===== src/rtl/adcc_pkg.sv =====
// Functional notes
// Modulator runs at sixty-four times sample rate
// Exactly one of four speed modes
// Slave takes serial clocks; master makes them
// Software mode: all control through control port
// Hardware mode: reduced set from strap pins
// Hardware mode: slave autodetects, master single speed
// Straps set clock halving, role, data format
// Hardware mode: filters enabled, not frozen
// Hardware mode: no invert, ramp and crossing on
// Hardware mode: no mix, no channel swap
// Samples coded as two's complement words
// Out of range saturates to extreme codes
// Saturation sets the overflow status bit
// Overflow readable in status register 20h
// Fixed anti-toggle offset added, never removed
// Filter off: DC coded about the reference
// Filter controls live in register 06h
// Two registers power down converter blocks
// Frozen filter keeps subtracting held estimate
// Overflow reflects recent samples, cleared by polling
package adcc_pkg;
  typedef enum logic [1:0] {
    SPD_QSM = 2'b00, SPD_HSM = 2'b01, SPD_SSM = 2'b11, SPD_DSM = 2'b10
  } adcc_spd_t;
  typedef enum logic [1:0] {
    CP_ADDR = 2'b00, CP_MAP = 2'b01, CP_DATA = 2'b11, CP_SKIP = 2'b10
  } adcc_cp_t;

  typedef struct packed {
    logic [2:0] rsv; logic pdn_gain_b; logic pdn_gain_a;
    logic pdn_conv_b; logic pdn_conv_a; logic pdn_dev;
  } adcc_pwr1_t;
  typedef struct packed {
    logic [4:0] rsv; logic pdn_bias; logic pdn_pre_b; logic pdn_pre_a;
  } adcc_pwr2_t;
  typedef struct packed {
    logic master; logic halve; logic fmt_lj; logic [1:0] rsv;
    logic auto_spd; adcc_spd_t spd;
  } adcc_ifc_t;
  typedef struct packed {
    logic hpf_en_a; logic frz_a; logic hpf_en_b; logic frz_b; logic [3:0] rsv;
  } adcc_conv_t;
  typedef struct packed {
    logic [2:0] rsv; logic zero_cross; logic soft_ramp; logic invert;
    logic swap; logic mix;
  } adcc_eng_t;
  typedef struct packed {
    logic [1:0] rsv; adcc_spd_t spd; logic rsv2; logic hw; logic ovf_b; logic ovf_a;
  } adcc_stat_t;
  typedef struct packed {
    adcc_pwr1_t p1; adcc_pwr2_t p2; adcc_ifc_t ifc; adcc_conv_t cv; adcc_eng_t eng;
  } adcc_cfg_t;
  typedef struct packed {
    logic signed [23:0] a; logic signed [23:0] b;
  } adcc_pair_t;

  localparam int RAW_W = 26;
  localparam int WORD_W = 24;
  localparam int DIF_W = RAW_W + 1;
  localparam int ACC_W = RAW_W + 2;
  localparam int HPF_SHIFT = 12;

  localparam logic [7:0] REG_PWR1 = 8'h02;
  localparam logic [7:0] REG_PWR2 = 8'h03;
  localparam logic [7:0] REG_IFC = 8'h04;
  localparam logic [7:0] REG_CONV = 8'h06;
  localparam logic [7:0] REG_ENG = 8'h0c;
  localparam logic [7:0] REG_STATUS = 8'h20;
  localparam logic [7:0] PWR1_MASK = 8'h1f;
  localparam logic [7:0] PWR2_MASK = 8'h07;
  localparam logic [7:0] IFC_MASK = 8'he7;
  localparam logic [7:0] CONV_MASK = 8'hf0;
  localparam logic [7:0] ENG_MASK = 8'h1f;

  localparam adcc_pwr1_t PWR1_RST = 8'h01;
  localparam adcc_pwr1_t PWR1_HW = 8'h00;
  localparam adcc_pwr2_t PWR2_DOWN = 8'h07;
  localparam adcc_ifc_t IFC_RST = 8'h07;
  localparam adcc_conv_t CONV_DEF = 8'ha0;
  localparam adcc_eng_t ENG_DEF = 8'h18;

  // Arbitrary control-port chip address
  localparam logic [6:0] CHIP_ADDR = 7'h2a;
  localparam logic [2:0] BIT_LAST = 3'h7;

  localparam logic signed [ACC_W-1:0] SAT_HI = 28'sh07fffff;
  localparam logic signed [ACC_W-1:0] SAT_LO = 28'shf800000;
  localparam logic signed [WORD_W-1:0] CODE_MAX = 24'sh7fffff;
  localparam logic signed [WORD_W-1:0] CODE_MIN = 24'sh800000;
  localparam logic signed [ACC_W-1:0] TOGGLE_OFS = 28'sh0000020;

  localparam logic [15:0] DSM_HALF_DIV = 16'h0014;
  localparam logic [4:0] BITS_HALF_FRAME = 5'h1f;
  localparam logic [6:0] TICKS_FRAME = 7'h40;
  localparam logic [15:0] PER_MAX = 16'hffff;
endpackage


===== src/rtl/adcc_buf2.sv =====
`timescale 1ns/1ps
module adcc_buf2 (
  // Clock and reset
  input  wire logic                clk_sys,
  input  wire logic                rstn,
  // Fill side
  input  wire logic                in_valid,
  output logic                     in_ready,
  input  wire adcc_pkg::adcc_pair_t in_data,
  // Drain side
  output logic                     out_valid,
  input  wire logic                out_ready,
  output adcc_pkg::adcc_pair_t     out_data
);
  logic [1:0]           cnt_r;
  logic [1:0]           cnt_nxt;
  adcc_pkg::adcc_pair_t spare_r;
  logic                 push;
  logic                 pop;

  assign push = in_valid & in_ready;
  assign pop = out_valid & out_ready;

  always_comb begin
    cnt_nxt = cnt_r;
    if (push & ~pop) cnt_nxt = 2'(cnt_r + 2'h1);
    if (pop & ~push) cnt_nxt = 2'(cnt_r - 2'h1);
  end

  always_ff @(posedge clk_sys) begin
    if (!rstn) begin
      cnt_r     <= 2'h0;
      in_ready  <= 1'b0;
      out_valid <= 1'b0;
    end else begin
      cnt_r     <= cnt_nxt;
      in_ready  <= cnt_nxt != 2'h2;
      out_valid <= cnt_nxt != 2'h0;
    end
  end

  // Head always presents the oldest word
  always_ff @(posedge clk_sys) begin
    if (!rstn) begin
      out_data <= '0;
      spare_r  <= '0;
    end else if (pop) begin
      out_data <= (cnt_r == 2'h2) ? spare_r : in_data;
    end else if (push) begin
      if (cnt_r == 2'h0) out_data <= in_data;
      else spare_r <= in_data;
    end
  end
endmodule // adcc_buf2


===== src/rtl/adcc_top.sv =====
`timescale 1ns/1ps
module adcc_top #(
  parameter logic [15:0] DET_DSM_MAX = 16'h0f00,
  parameter logic [15:0] DET_SSM_MAX = 16'h1e00,
  parameter logic [15:0] DET_HSM_MAX = 16'h3c00
) (
  // Clock and reset
  input  wire logic                        clk_sys,
  input  wire logic                        rstn,
  // Strap pins
  input  wire logic                        hw_mode_pin,
  input  wire logic                        master_clock_halve_pin,
  input  wire logic                        role_pin,
  input  wire logic                        format_select_pin,
  // Control port
  input  wire logic                        cs_n,
  input  wire logic                        cclk,
  input  wire logic                        cdin,
  output logic                             cdout,
  output logic                             cdout_oe,
  // Serial port clocks
  input  wire logic                        sclk_in,
  input  wire logic                        frame_select_clock_in,
  output logic                             sclk_out,
  output logic                             frame_select_clock_out,
  output logic                             clocks_oe,
  // Modulator
  output logic                             mod_clk_en,
  // Raw decimator samples
  input  wire logic                        raw_valid,
  output logic                             raw_ready,
  input  wire logic signed [adcc_pkg::RAW_W-1:0] raw_a,
  input  wire logic signed [adcc_pkg::RAW_W-1:0] raw_b,
  // Coded samples
  output logic                             out_valid,
  input  wire logic                        out_ready,
  output adcc_pkg::adcc_pair_t             out_data,
  // Effective configuration
  output adcc_pkg::adcc_cfg_t              cfg_out
);
  logic                   strap_done_r, hw_r, st_master_r, st_halve_r, st_lj_r;
  adcc_pkg::adcc_pwr1_t   pwr1_r;
  adcc_pkg::adcc_pwr2_t   pwr2_r;
  adcc_pkg::adcc_ifc_t    ifc_r;
  adcc_pkg::adcc_conv_t   conv_r;
  adcc_pkg::adcc_eng_t    eng_r;
  adcc_pkg::adcc_cfg_t    eff_r, eff_nxt;
  adcc_pkg::adcc_spd_t    det_spd_r;
  adcc_pkg::adcc_cp_t     cp_st_r;
  adcc_pkg::adcc_stat_t   stat;
  logic                   cclk_q_r, rd_r, cc_rise, cc_fall, byte_end, addr_hit;
  logic                   wr_en, ld_en, stat_clr;
  logic [2:0]             bit_r;
  logic [7:0]             sh_r, map_r, tx_r, rx_byte, ld_addr, rd_data;
  logic [15:0]            div_r, half_div, per_r;
  logic [4:0]             bcnt_r;
  logic                   sclk_q_r, fsc_q_r, m_tick, s_tick, fsc_rise;
  logic signed [adcc_pkg::RAW_W-1:0]  dc_a_r, dc_b_r, xa, xb;
  logic                   ovf_a_r, ovf_b_r, sat_a, sat_b, push;
  logic [adcc_pkg::WORD_W:0]          code_a, code_b;
  logic signed [adcc_pkg::WORD_W-1:0] wa, wb, ma, mb, sa, sb;
  logic signed [adcc_pkg::WORD_W:0]   mono;
  adcc_pkg::adcc_pair_t   buf_in;

  function automatic logic [adcc_pkg::WORD_W:0] code_word(
    input logic signed [adcc_pkg::RAW_W-1:0] x,
    input logic signed [adcc_pkg::RAW_W-1:0] dc,
    input logic sub);
    logic signed [adcc_pkg::ACC_W-1:0] s;
    s = adcc_pkg::ACC_W'(x) - (sub ? adcc_pkg::ACC_W'(dc) : '0)
        + adcc_pkg::TOGGLE_OFS;
    if (s > adcc_pkg::SAT_HI) code_word = {1'b1, adcc_pkg::CODE_MAX};
    else if (s < adcc_pkg::SAT_LO) code_word = {1'b1, adcc_pkg::CODE_MIN};
    else code_word = {1'b0, s[adcc_pkg::WORD_W-1:0]};
  endfunction

  // Leaky estimate of the input DC level
  function automatic logic signed [adcc_pkg::RAW_W-1:0] dc_step(
    input logic signed [adcc_pkg::RAW_W-1:0] x,
    input logic signed [adcc_pkg::RAW_W-1:0] dc);
    logic signed [adcc_pkg::DIF_W-1:0] d;
    d = adcc_pkg::DIF_W'(x) - adcc_pkg::DIF_W'(dc);
    dc_step = adcc_pkg::RAW_W'(dc + adcc_pkg::RAW_W'(d >>> adcc_pkg::HPF_SHIFT));
  endfunction

  // Negating the most negative code would wrap
  function automatic logic signed [adcc_pkg::WORD_W-1:0] inv_word(
    input logic signed [adcc_pkg::WORD_W-1:0] w);
    inv_word = (w == adcc_pkg::CODE_MIN) ? adcc_pkg::CODE_MAX : -w;
  endfunction

  // Straps are caught once, on the first edge after reset release
  always_ff @(posedge clk_sys) begin
    if (!rstn) begin
      strap_done_r <= 1'b0;
      hw_r         <= 1'b0;
      st_master_r  <= 1'b0;
      st_halve_r   <= 1'b0;
      st_lj_r      <= 1'b0;
    end else if (!strap_done_r) begin
      strap_done_r <= 1'b1;
      hw_r         <= hw_mode_pin;
      st_master_r  <= role_pin;
      st_halve_r   <= master_clock_halve_pin;
      st_lj_r      <= format_select_pin;
    end
  end

  // Control port, sampled on the system clock
  assign cc_rise  = cclk & ~cclk_q_r & ~cs_n;
  assign cc_fall  = ~cclk & cclk_q_r & ~cs_n;
  assign byte_end = cc_rise & (bit_r == adcc_pkg::BIT_LAST);
  assign rx_byte  = {sh_r[6:0], cdin};
  assign addr_hit = rx_byte[7:1] == adcc_pkg::CHIP_ADDR;
  assign wr_en    = byte_end & (cp_st_r == adcc_pkg::CP_DATA) & ~rd_r & ~hw_r;
  assign ld_en    = byte_end & (((cp_st_r == adcc_pkg::CP_ADDR) & addr_hit & rx_byte[0])
                    | ((cp_st_r == adcc_pkg::CP_DATA) & rd_r));
  assign ld_addr  = (cp_st_r == adcc_pkg::CP_DATA) ? 8'(map_r + 8'h01) : map_r;
  assign stat_clr = ld_en & (ld_addr == adcc_pkg::REG_STATUS);

  always_ff @(posedge clk_sys) begin
    if (!rstn) begin
      cclk_q_r <= 1'b0;
      cp_st_r  <= adcc_pkg::CP_ADDR;
      bit_r    <= 3'h0;
      sh_r     <= 8'h00;
      map_r    <= 8'h00;
      rd_r     <= 1'b0;
    end else begin
      cclk_q_r <= cclk;
      if (cs_n) begin
        cp_st_r <= adcc_pkg::CP_ADDR;
        bit_r   <= 3'h0;
      end else if (cc_rise) begin
        sh_r  <= rx_byte;
        bit_r <= 3'(bit_r + 3'h1);
        if (bit_r == adcc_pkg::BIT_LAST) begin
          unique case (cp_st_r)
            adcc_pkg::CP_ADDR: begin
              rd_r    <= rx_byte[0];
              cp_st_r <= !addr_hit ? adcc_pkg::CP_SKIP
                         : (rx_byte[0] ? adcc_pkg::CP_DATA : adcc_pkg::CP_MAP);
            end
            adcc_pkg::CP_MAP: begin
              map_r   <= rx_byte;
              cp_st_r <= adcc_pkg::CP_DATA;
            end
            adcc_pkg::CP_DATA: map_r <= 8'(map_r + 8'h01);
            adcc_pkg::CP_SKIP: cp_st_r <= adcc_pkg::CP_SKIP;
          endcase
        end
      end
    end
  end

  always_comb begin
    stat      = '0;
    stat.spd  = eff_r.ifc.spd;
    stat.hw   = hw_r;
    stat.ovf_a = ovf_a_r;
    stat.ovf_b = ovf_b_r;
    case (ld_addr)
      adcc_pkg::REG_PWR1:   rd_data = pwr1_r;
      adcc_pkg::REG_PWR2:   rd_data = pwr2_r;
      adcc_pkg::REG_IFC:    rd_data = ifc_r;
      adcc_pkg::REG_CONV:   rd_data = conv_r;
      adcc_pkg::REG_ENG:    rd_data = eng_r;
      adcc_pkg::REG_STATUS: rd_data = stat;
      default:              rd_data = 8'h00;
    endcase
  end

  // Read data shifts out on falling control clock
  always_ff @(posedge clk_sys) begin
    if (!rstn) begin
      tx_r     <= 8'h00;
      cdout    <= 1'b0;
      cdout_oe <= 1'b0;
    end else begin
      cdout_oe <= ~cs_n & rd_r & (cp_st_r == adcc_pkg::CP_DATA);
      if (ld_en) tx_r <= rd_data;
      else if (cc_fall) begin
        cdout <= tx_r[7];
        tx_r  <= {tx_r[6:0], 1'b0};
      end
    end
  end

  // Status stays read-only: writes to it are dropped
  always_ff @(posedge clk_sys) begin
    if (!rstn) begin
      pwr1_r <= adcc_pkg::PWR1_RST;
      pwr2_r <= adcc_pkg::PWR2_DOWN;
      ifc_r  <= adcc_pkg::IFC_RST;
      conv_r <= adcc_pkg::CONV_DEF;
      eng_r  <= adcc_pkg::ENG_DEF;
    end else if (wr_en) begin
      case (map_r)
        adcc_pkg::REG_PWR1: pwr1_r <= rx_byte & adcc_pkg::PWR1_MASK;
        adcc_pkg::REG_PWR2: pwr2_r <= rx_byte & adcc_pkg::PWR2_MASK;
        adcc_pkg::REG_IFC:  ifc_r  <= rx_byte & adcc_pkg::IFC_MASK;
        adcc_pkg::REG_CONV: conv_r <= rx_byte & adcc_pkg::CONV_MASK;
        adcc_pkg::REG_ENG:  eng_r  <= rx_byte & adcc_pkg::ENG_MASK;
        default: ;
      endcase
    end
  end

  // Hardware mode ignores the registers entirely
  always_comb begin
    eff_nxt.p1  = pwr1_r;
    eff_nxt.p2  = pwr2_r;
    eff_nxt.ifc = ifc_r;
    eff_nxt.cv  = conv_r;
    eff_nxt.eng = eng_r;
    if (hw_r) begin
      eff_nxt.p1         = adcc_pkg::PWR1_HW;
      eff_nxt.p2         = adcc_pkg::PWR2_DOWN;
      eff_nxt.ifc.master = st_master_r;
      eff_nxt.ifc.halve  = st_halve_r;
      eff_nxt.ifc.fmt_lj = st_lj_r;
      eff_nxt.ifc.auto_spd = 1'b1;
      eff_nxt.cv  = adcc_pkg::CONV_DEF;
      eff_nxt.eng = adcc_pkg::ENG_DEF;
    end
    if (eff_nxt.ifc.auto_spd) begin
      eff_nxt.ifc.spd = eff_nxt.ifc.master ? adcc_pkg::SPD_SSM : det_spd_r;
    end
  end

  always_ff @(posedge clk_sys) begin
    if (!rstn) eff_r <= {adcc_pkg::PWR1_RST, adcc_pkg::PWR2_DOWN, adcc_pkg::IFC_RST,
                         adcc_pkg::CONV_DEF, adcc_pkg::ENG_DEF};
    else eff_r <= eff_nxt;
  end
  assign cfg_out = eff_r;

  // Slave: count system clocks per frame to classify the rate
  assign s_tick   = sclk_in & ~sclk_q_r;
  assign fsc_rise = frame_select_clock_in & ~fsc_q_r;

  always_ff @(posedge clk_sys) begin
    if (!rstn) begin
      sclk_q_r  <= 1'b0;
      fsc_q_r   <= 1'b0;
      per_r     <= 16'h0000;
      det_spd_r <= adcc_pkg::SPD_SSM;
    end else begin
      sclk_q_r <= sclk_in;
      fsc_q_r  <= frame_select_clock_in;
      if (fsc_rise) begin
        per_r <= 16'h0000;
        if (per_r < DET_DSM_MAX) det_spd_r <= adcc_pkg::SPD_DSM;
        else if (per_r < DET_SSM_MAX) det_spd_r <= adcc_pkg::SPD_SSM;
        else if (per_r < DET_HSM_MAX) det_spd_r <= adcc_pkg::SPD_HSM;
        else det_spd_r <= adcc_pkg::SPD_QSM;
      end else if (per_r != adcc_pkg::PER_MAX) begin
        per_r <= 16'(per_r + 16'h0001);
      end
    end
  end

  // Master: bit clock half period from speed and clock halving
  always_comb begin
    unique case (eff_r.ifc.spd)
      adcc_pkg::SPD_DSM: half_div = adcc_pkg::DSM_HALF_DIV;
      adcc_pkg::SPD_SSM: half_div = 16'(adcc_pkg::DSM_HALF_DIV << 1);
      adcc_pkg::SPD_HSM: half_div = 16'(adcc_pkg::DSM_HALF_DIV << 2);
      adcc_pkg::SPD_QSM: half_div = 16'(adcc_pkg::DSM_HALF_DIV << 3);
    endcase
    if (eff_r.ifc.halve) half_div = 16'(half_div << 1);
  end

  assign m_tick = eff_r.ifc.master & (div_r >= 16'(half_div - 16'h0001)) & sclk_out;

  always_ff @(posedge clk_sys) begin
    if (!rstn || !eff_r.ifc.master) begin
      div_r                  <= 16'h0000;
      sclk_out               <= 1'b0;
      frame_select_clock_out <= 1'b0;
      bcnt_r                 <= 5'h00;
    end else if (div_r >= 16'(half_div - 16'h0001)) begin
      div_r    <= 16'h0000;
      sclk_out <= ~sclk_out;
      if (sclk_out) begin
        bcnt_r <= 5'(bcnt_r + 5'h01);
        if (bcnt_r == adcc_pkg::BITS_HALF_FRAME) begin
          frame_select_clock_out <= ~frame_select_clock_out;
        end
      end
    end else begin
      div_r <= 16'(div_r + 16'h0001);
    end
  end

  always_ff @(posedge clk_sys) begin
    if (!rstn) begin
      clocks_oe  <= 1'b0;
      mod_clk_en <= 1'b0;
    end else begin
      clocks_oe  <= eff_r.ifc.master;
      mod_clk_en <= eff_r.ifc.master ? m_tick : s_tick;
    end
  end

  // Datapath: filter, offset, saturate, then the processing engine
  assign push = raw_valid & raw_ready;

  always_comb begin
    xa = (eff_r.p1.pdn_dev | eff_r.p1.pdn_conv_a) ? '0 : raw_a;
    xb = (eff_r.p1.pdn_dev | eff_r.p1.pdn_conv_b) ? '0 : raw_b;
    code_a = code_word(xa, dc_a_r, eff_r.cv.hpf_en_a);
    code_b = code_word(xb, dc_b_r, eff_r.cv.hpf_en_b);
    sat_a = code_a[adcc_pkg::WORD_W];
    sat_b = code_b[adcc_pkg::WORD_W];
    wa = code_a[adcc_pkg::WORD_W-1:0];
    wb = code_b[adcc_pkg::WORD_W-1:0];
    mono = (adcc_pkg::WORD_W+1)'(wa) + (adcc_pkg::WORD_W+1)'(wb);
    ma = eff_r.eng.mix ? mono[adcc_pkg::WORD_W:1] : wa;
    mb = eff_r.eng.mix ? mono[adcc_pkg::WORD_W:1] : wb;
    sa = eff_r.eng.swap ? mb : ma;
    sb = eff_r.eng.swap ? ma : mb;
    buf_in.a = eff_r.eng.invert ? inv_word(sa) : sa;
    buf_in.b = eff_r.eng.invert ? inv_word(sb) : sb;
  end

  // Frozen channels keep the last estimate in use
  always_ff @(posedge clk_sys) begin
    if (!rstn) begin
      dc_a_r <= '0;
      dc_b_r <= '0;
    end else if (push) begin
      if (eff_r.cv.hpf_en_a && !eff_r.cv.frz_a) dc_a_r <= dc_step(xa, dc_a_r);
      if (eff_r.cv.hpf_en_b && !eff_r.cv.frz_b) dc_b_r <= dc_step(xb, dc_b_r);
    end
  end

  // A new overflow beats a clearing status read
  always_ff @(posedge clk_sys) begin
    if (!rstn) begin
      ovf_a_r <= 1'b0;
      ovf_b_r <= 1'b0;
    end else begin
      ovf_a_r <= (push & sat_a) | (ovf_a_r & ~stat_clr);
      ovf_b_r <= (push & sat_b) | (ovf_b_r & ~stat_clr);
    end
  end

  adcc_buf2 u_buf (
    .clk_sys   (clk_sys),
    .rstn      (rstn),
    .in_valid  (raw_valid),
    .in_ready  (raw_ready),
    .in_data   (buf_in),
    .out_valid (out_valid),
    .out_ready (out_ready),
    .out_data  (out_data)
  );

  // Checking helpers
  logic [6:0] tk_cnt_r;
  logic       tk_seen_r, fsc_o_rise, fsc_o_q_r;
  always_ff @(posedge clk_sys) fsc_o_q_r <= rstn & frame_select_clock_out;
  assign fsc_o_rise = frame_select_clock_out & ~fsc_o_q_r;
  always_ff @(posedge clk_sys) begin
    if (!rstn || !eff_r.ifc.master) begin
      tk_cnt_r  <= 7'h00;
      tk_seen_r <= 1'b0;
    end else if (fsc_o_rise) begin
      tk_cnt_r  <= {6'h00, mod_clk_en};
      tk_seen_r <= 1'b1;
    end else begin
      tk_cnt_r <= 7'(tk_cnt_r + {6'h00, mod_clk_en});
    end
  end
endmodule // adcc_top

===== config.mk =====
export PLATFORM = sky130hd
export DESIGN_NAME = adcc_top
export DESIGN_NICKNAME = d
export VERILOG_FILES = /design/src/rtl/adcc_pkg.sv /design/src/rtl/adcc_buf2.sv /design/src/rtl/adcc_top.sv
export SDC_FILE = /design/constraint.sdc
export NUM_CORES = 1
export LEC_CHECK = 0
export BUFFER_PORTS_ARGS = -buffer_cell sky130_fd_sc_hd__buf_4
export CORE_UTILIZATION = 40
export CTS_CLUSTER_DIAMETER = 80
export DETAILED_ROUTE_END_ITERATION = 10
export PLACE_DENSITY = 0.6
export SLEW_MARGIN = 0
export SYNTH_ARGS = -nofsm -noshare
export SYNTH_HDL_FRONTEND = slang
export SYNTH_SLANG_ARGS = --single-unit

===== constraint.sdc =====
create_clock -name clk_sys -period 9.1 [get_ports clk_sys]
set_input_delay 1.82 -clock clk_sys [delete_from_list [all_inputs] [get_ports clk_sys]]
set_output_delay 1.82 -clock clk_sys [all_outputs]
set_load 0.05 [all_outputs]

==> metrics list <==
- Outcome: complete, but fails checks
- The final reports fail on DRC.
- Setup repair after global routing left no endpoint under its margin.
* Headroom to the max-slew limit: 28.76%
- Sequential-to-total area share from yosys stat: 23.43%
- After clock tree synthesis, the flow added hold-fix buffers numbering 0.
- Width of the die: 247.5 um
- Setup total negative slack on the finished layout was measured at 0 ns.
- Cells on worst reg2reg path: 34
- After Yosys synthesis, XOR and XNOR cells account for 6.615% of the synthesized area.
* Compound-Gate Fraction of Synth Area: 25.15%
- 1st-iter DRT viols: 1,550
- Clock skew on the completed layout was measured at 0.02479 ns.
* Area share of the largest cell type after synthesis: 23.43%
- Dividing the detail-routed wire length by the instance count gives 17.66 um.
- Cells with a size suffix above 1 make up 14.51% of the layout.
* Worst EP arrival: 9.04 ns
* CTS tree: yes
- Antenna diode count: 0
* Worst-Margin Slew: 1.055 ns
- Hold Path Sink: u_buf.out_data[15]$_SDFFE_PN0P_
- Initial Util: 40.68%
- Routability-driven placement finished with a final weighted congestion of 0.9480.
* Placeable core area: 59,240 um2
- Once detail routing completed, the nets flagged for antenna violations numbered 0.
* Die Height: 247.5 um
* Sequential cell area in the final layout: 5647 um2
- Final hold viol count: 0
- The routed layout has 23,900 vias.
* Worst Min Path Start: u_buf.out_data[15]$_SDFFE_PN0P_
* Skew-Pair Late Insertion Delay: 0.58 ns
- Kind of capture point of the worst setup path: flop
* Synthesis-stage register bit count: 282
* Count of filler cells inserted in the layout: 6,000
- Critical path's top delay family: compound AO/OA/AOI/OAI gates
- Final clock period utilization by the worst path: 94.80%
* CP Max Fanout: 10
- Tracing the worst setup path back leads to its startpoint at raw_b[2].
* Aggregate global routing overflow: 0
* Footprint of the multi-input gates: 17,320 um2
- After synthesis, the largest family of logic cells by area is compound AO/OA/AOI/OAI gates.
- Number of top-level pins: 161
- In this run the worst hold path is classified as flop to flop.
* Vias in the first global route: 21,760
* Number of standard-cell rows in the floorplan: 89
- The pre-antenna-repair detailed-routing pass consisted of 11 iterations.
* Share of synthesized cell area in and, or, nand and nor gates: 23.09%
- DP Wirelength: 57.10 mm
- Total die area: 61,230 um2
- Top-count cell post-synth: nand2_1
* Largest net degree at the start of global routing: 96
- Data on the critical path is required at its endpoint by 9.51 ns.
- Primary flip-flop cell chosen by synthesis mapping: dfxtp_1
* Post-Route WL: 74.87 mm
* TritonCTS buffer count: 36
* Library cell occupying the most area in the post-synthesis netlist: dfxtp_1
* Worst reg2reg startpoint: cfg_out[32]$_SDFF_PN1_
- Worst Path Class, Setup: input port to flop
- Clock-pin transition on the worst setup and hold timing paths: 0.06 ns
- Wire length of the first global-routing pass: 118.9 mm
- CTS Buffer Depth: 3
- Via-to-Cell Ratio: 5.639
- Cell Area, Synth: 24,100 um2
* Share of synthesized area spent on multiplexers: 3.058%
- The final max-slew violation count is 0.
- Across all register-to-register paths, the minimum setup slack is 1.05 ns.
- Signed area change from the synthesized netlist to the final layout: 18.10%
- After technology mapping, the gate count stands at 3,188.
* Antenna violations before repair: 0
- Setup Viol. Count Final: 0
- Buffers added on ports: 143
- Among the stages of the critical path, the cell type that occurs most often is a21o_1.
- Shortest clock period the worst path allows after layout: 8.627 ns
- By count the netlist is led by nand2_1, nor2_1, dfxtp_1, a21oi_1, ha_1.
- In this run, synthesis inferred 0 flip-flops with an integrated enable.
* Largest stage delay on the critical path: 0.61 ns
* Cell types occupying the most area after synthesis: dfxtp_1, ha_1, a21oi_1, nand2_1, nor2_1
* Async S/R FF share, synth: 0%
- Number of max-capacitance violations reported: 0
- The worst setup path is launched from an input port.
- Num Clock Sinks: 282
- Top achievable clock speed: 115.9 MHz
- Count of cells along the worst hold path: 2
- In this run the critical register-to-register path is captured at u_buf.out_data[45]$_SDFFE_PN0P_.
- In the global route stage, overall resource usage came out at 24.04%.
* Cell with the largest stage delay on the worst path: nor2_1
- Final nets: 3,759
- Yosys printed 0 warnings.
- CTS H-tree lvls: 2
- Synthesized area per cell: 7.559 um2
- Adder-cell area share of the yosys netlist: 13.37%
- Distinct cell type count after synthesis: 97
- In the routed design, unresolved DRC markers number 4.
- Buffer cell driving the clock tree root: clkbuf_16
- Counting both buffers and inverters, the worst setup path holds a total of 3.
metrics by stage:
stage	hold slack [ns]	setup slack [ns]	cell area, um2	utilization (%)	std cells
2_1_floorplan	0.4299	0.05155	24170	-	3205
3_3_place_gp	0.4415	0.01014	27190	45.90	4175
3_5_place_dp	0.4458	-0.1696	27190	45.90	4175
4_1_cts	0.4537	0.3775	28410	47.96	4238
5_1_grt	0.4684	0.001040	28460	48.04	4239
6_report	0.4527	0.4728	28460	48.04	4239
cell families (layout without fill, tap and decap cells):
group / after synthesis / in the layout
adders and majority gates: 255 / 255
and+or+nand+nor: 1160 / 1160
DFF: 282 / 282
other: 2 / 19
AOI/OAI and AO/OA: 921 / 921
muxes: 71 / 71
xor gates and xnor gates: 182 / 182
buffers and inverters: 315 / 576
cell usage in the layout, fill, tap and decap left out, types with 94 or more instances in the layout:
master | synthesis | layout
buf_4 | 18 | 361
dfxtp_1 | 282 | 281
a21oi_1 | 272 | 270
nor2_1 | 300 | 299
o21ai_0 | 157 | 155
nand3_1 | 95 | 94
xnor2_1 | 116 | 116
ha_1 | 248 | 248
inv_1 | 150 | 149
nand2_1 | 334 | 334
flip-flops by register name (all words and copies together), names as in the netlist, 6 cells and up:
signal          count
dc_b_r             26
ifc_r               6
u_buf.out_data     48
div_r              16
cfg_out            23
map_r               8
sh_r                7
tx_r                8
dc_a_r             26
per_r              16
u_buf.spare_r      48
what timing repair did:
item                       CTS  global route
setup endpoints to repair    0            84
setup buffers                0             1
gates resized for setup      0            11
tightest hold or removal path, delay by kind of cell, from the launching register on:
family / cells / cell delay (ns)
simple gates: 1 / 0.05
compound gates: 1 / 0.05
flops: 1 / 0.31
cell type report:
type / instances / area share [%]
Inverter: 151 / 2.000
Tap cell: 773 / 3.398
Clock buffer: 46 / 3.438
Sequential cell: 282 / 19.84
Multi-Input combinational cell: 2608 / 60.87
Clock inverter: 17 / 0.8573
Timing Repair Buffer: 362 / 9.593
per-layer routing:
metal	vias to the layer above	GRT usage, %	part of all wire [%]
met4	0	6.622	2.3
met1	11100	34.13	48
li1	12070	-	-
met2	636	38.57	45
met3	105	2.195	4.7
met5	-	0	0
how the worst max path moves through the flow:
stage,cells past startpoint,endpoint
2_1_floorplan,32,u_buf.out_data[11]$_SDFFE_PN0P_
3_3_place_gp,33,u_buf.out_data[32]$_SDFFE_PN0P_
3_5_place_dp,32,u_buf.out_data[47]$_SDFFE_PN0P_
4_1_cts,32,u_buf.out_data[47]$_SDFFE_PN0P_
5_1_grt,37,u_buf.out_data[46]$_SDFFE_PN0P_
6_report,33,u_buf.out_data[45]$_SDFFE_PN0P_
Power is not shown: default switching activity piles up to over one toggle a cycle in this logic, so the estimate is an artifact.
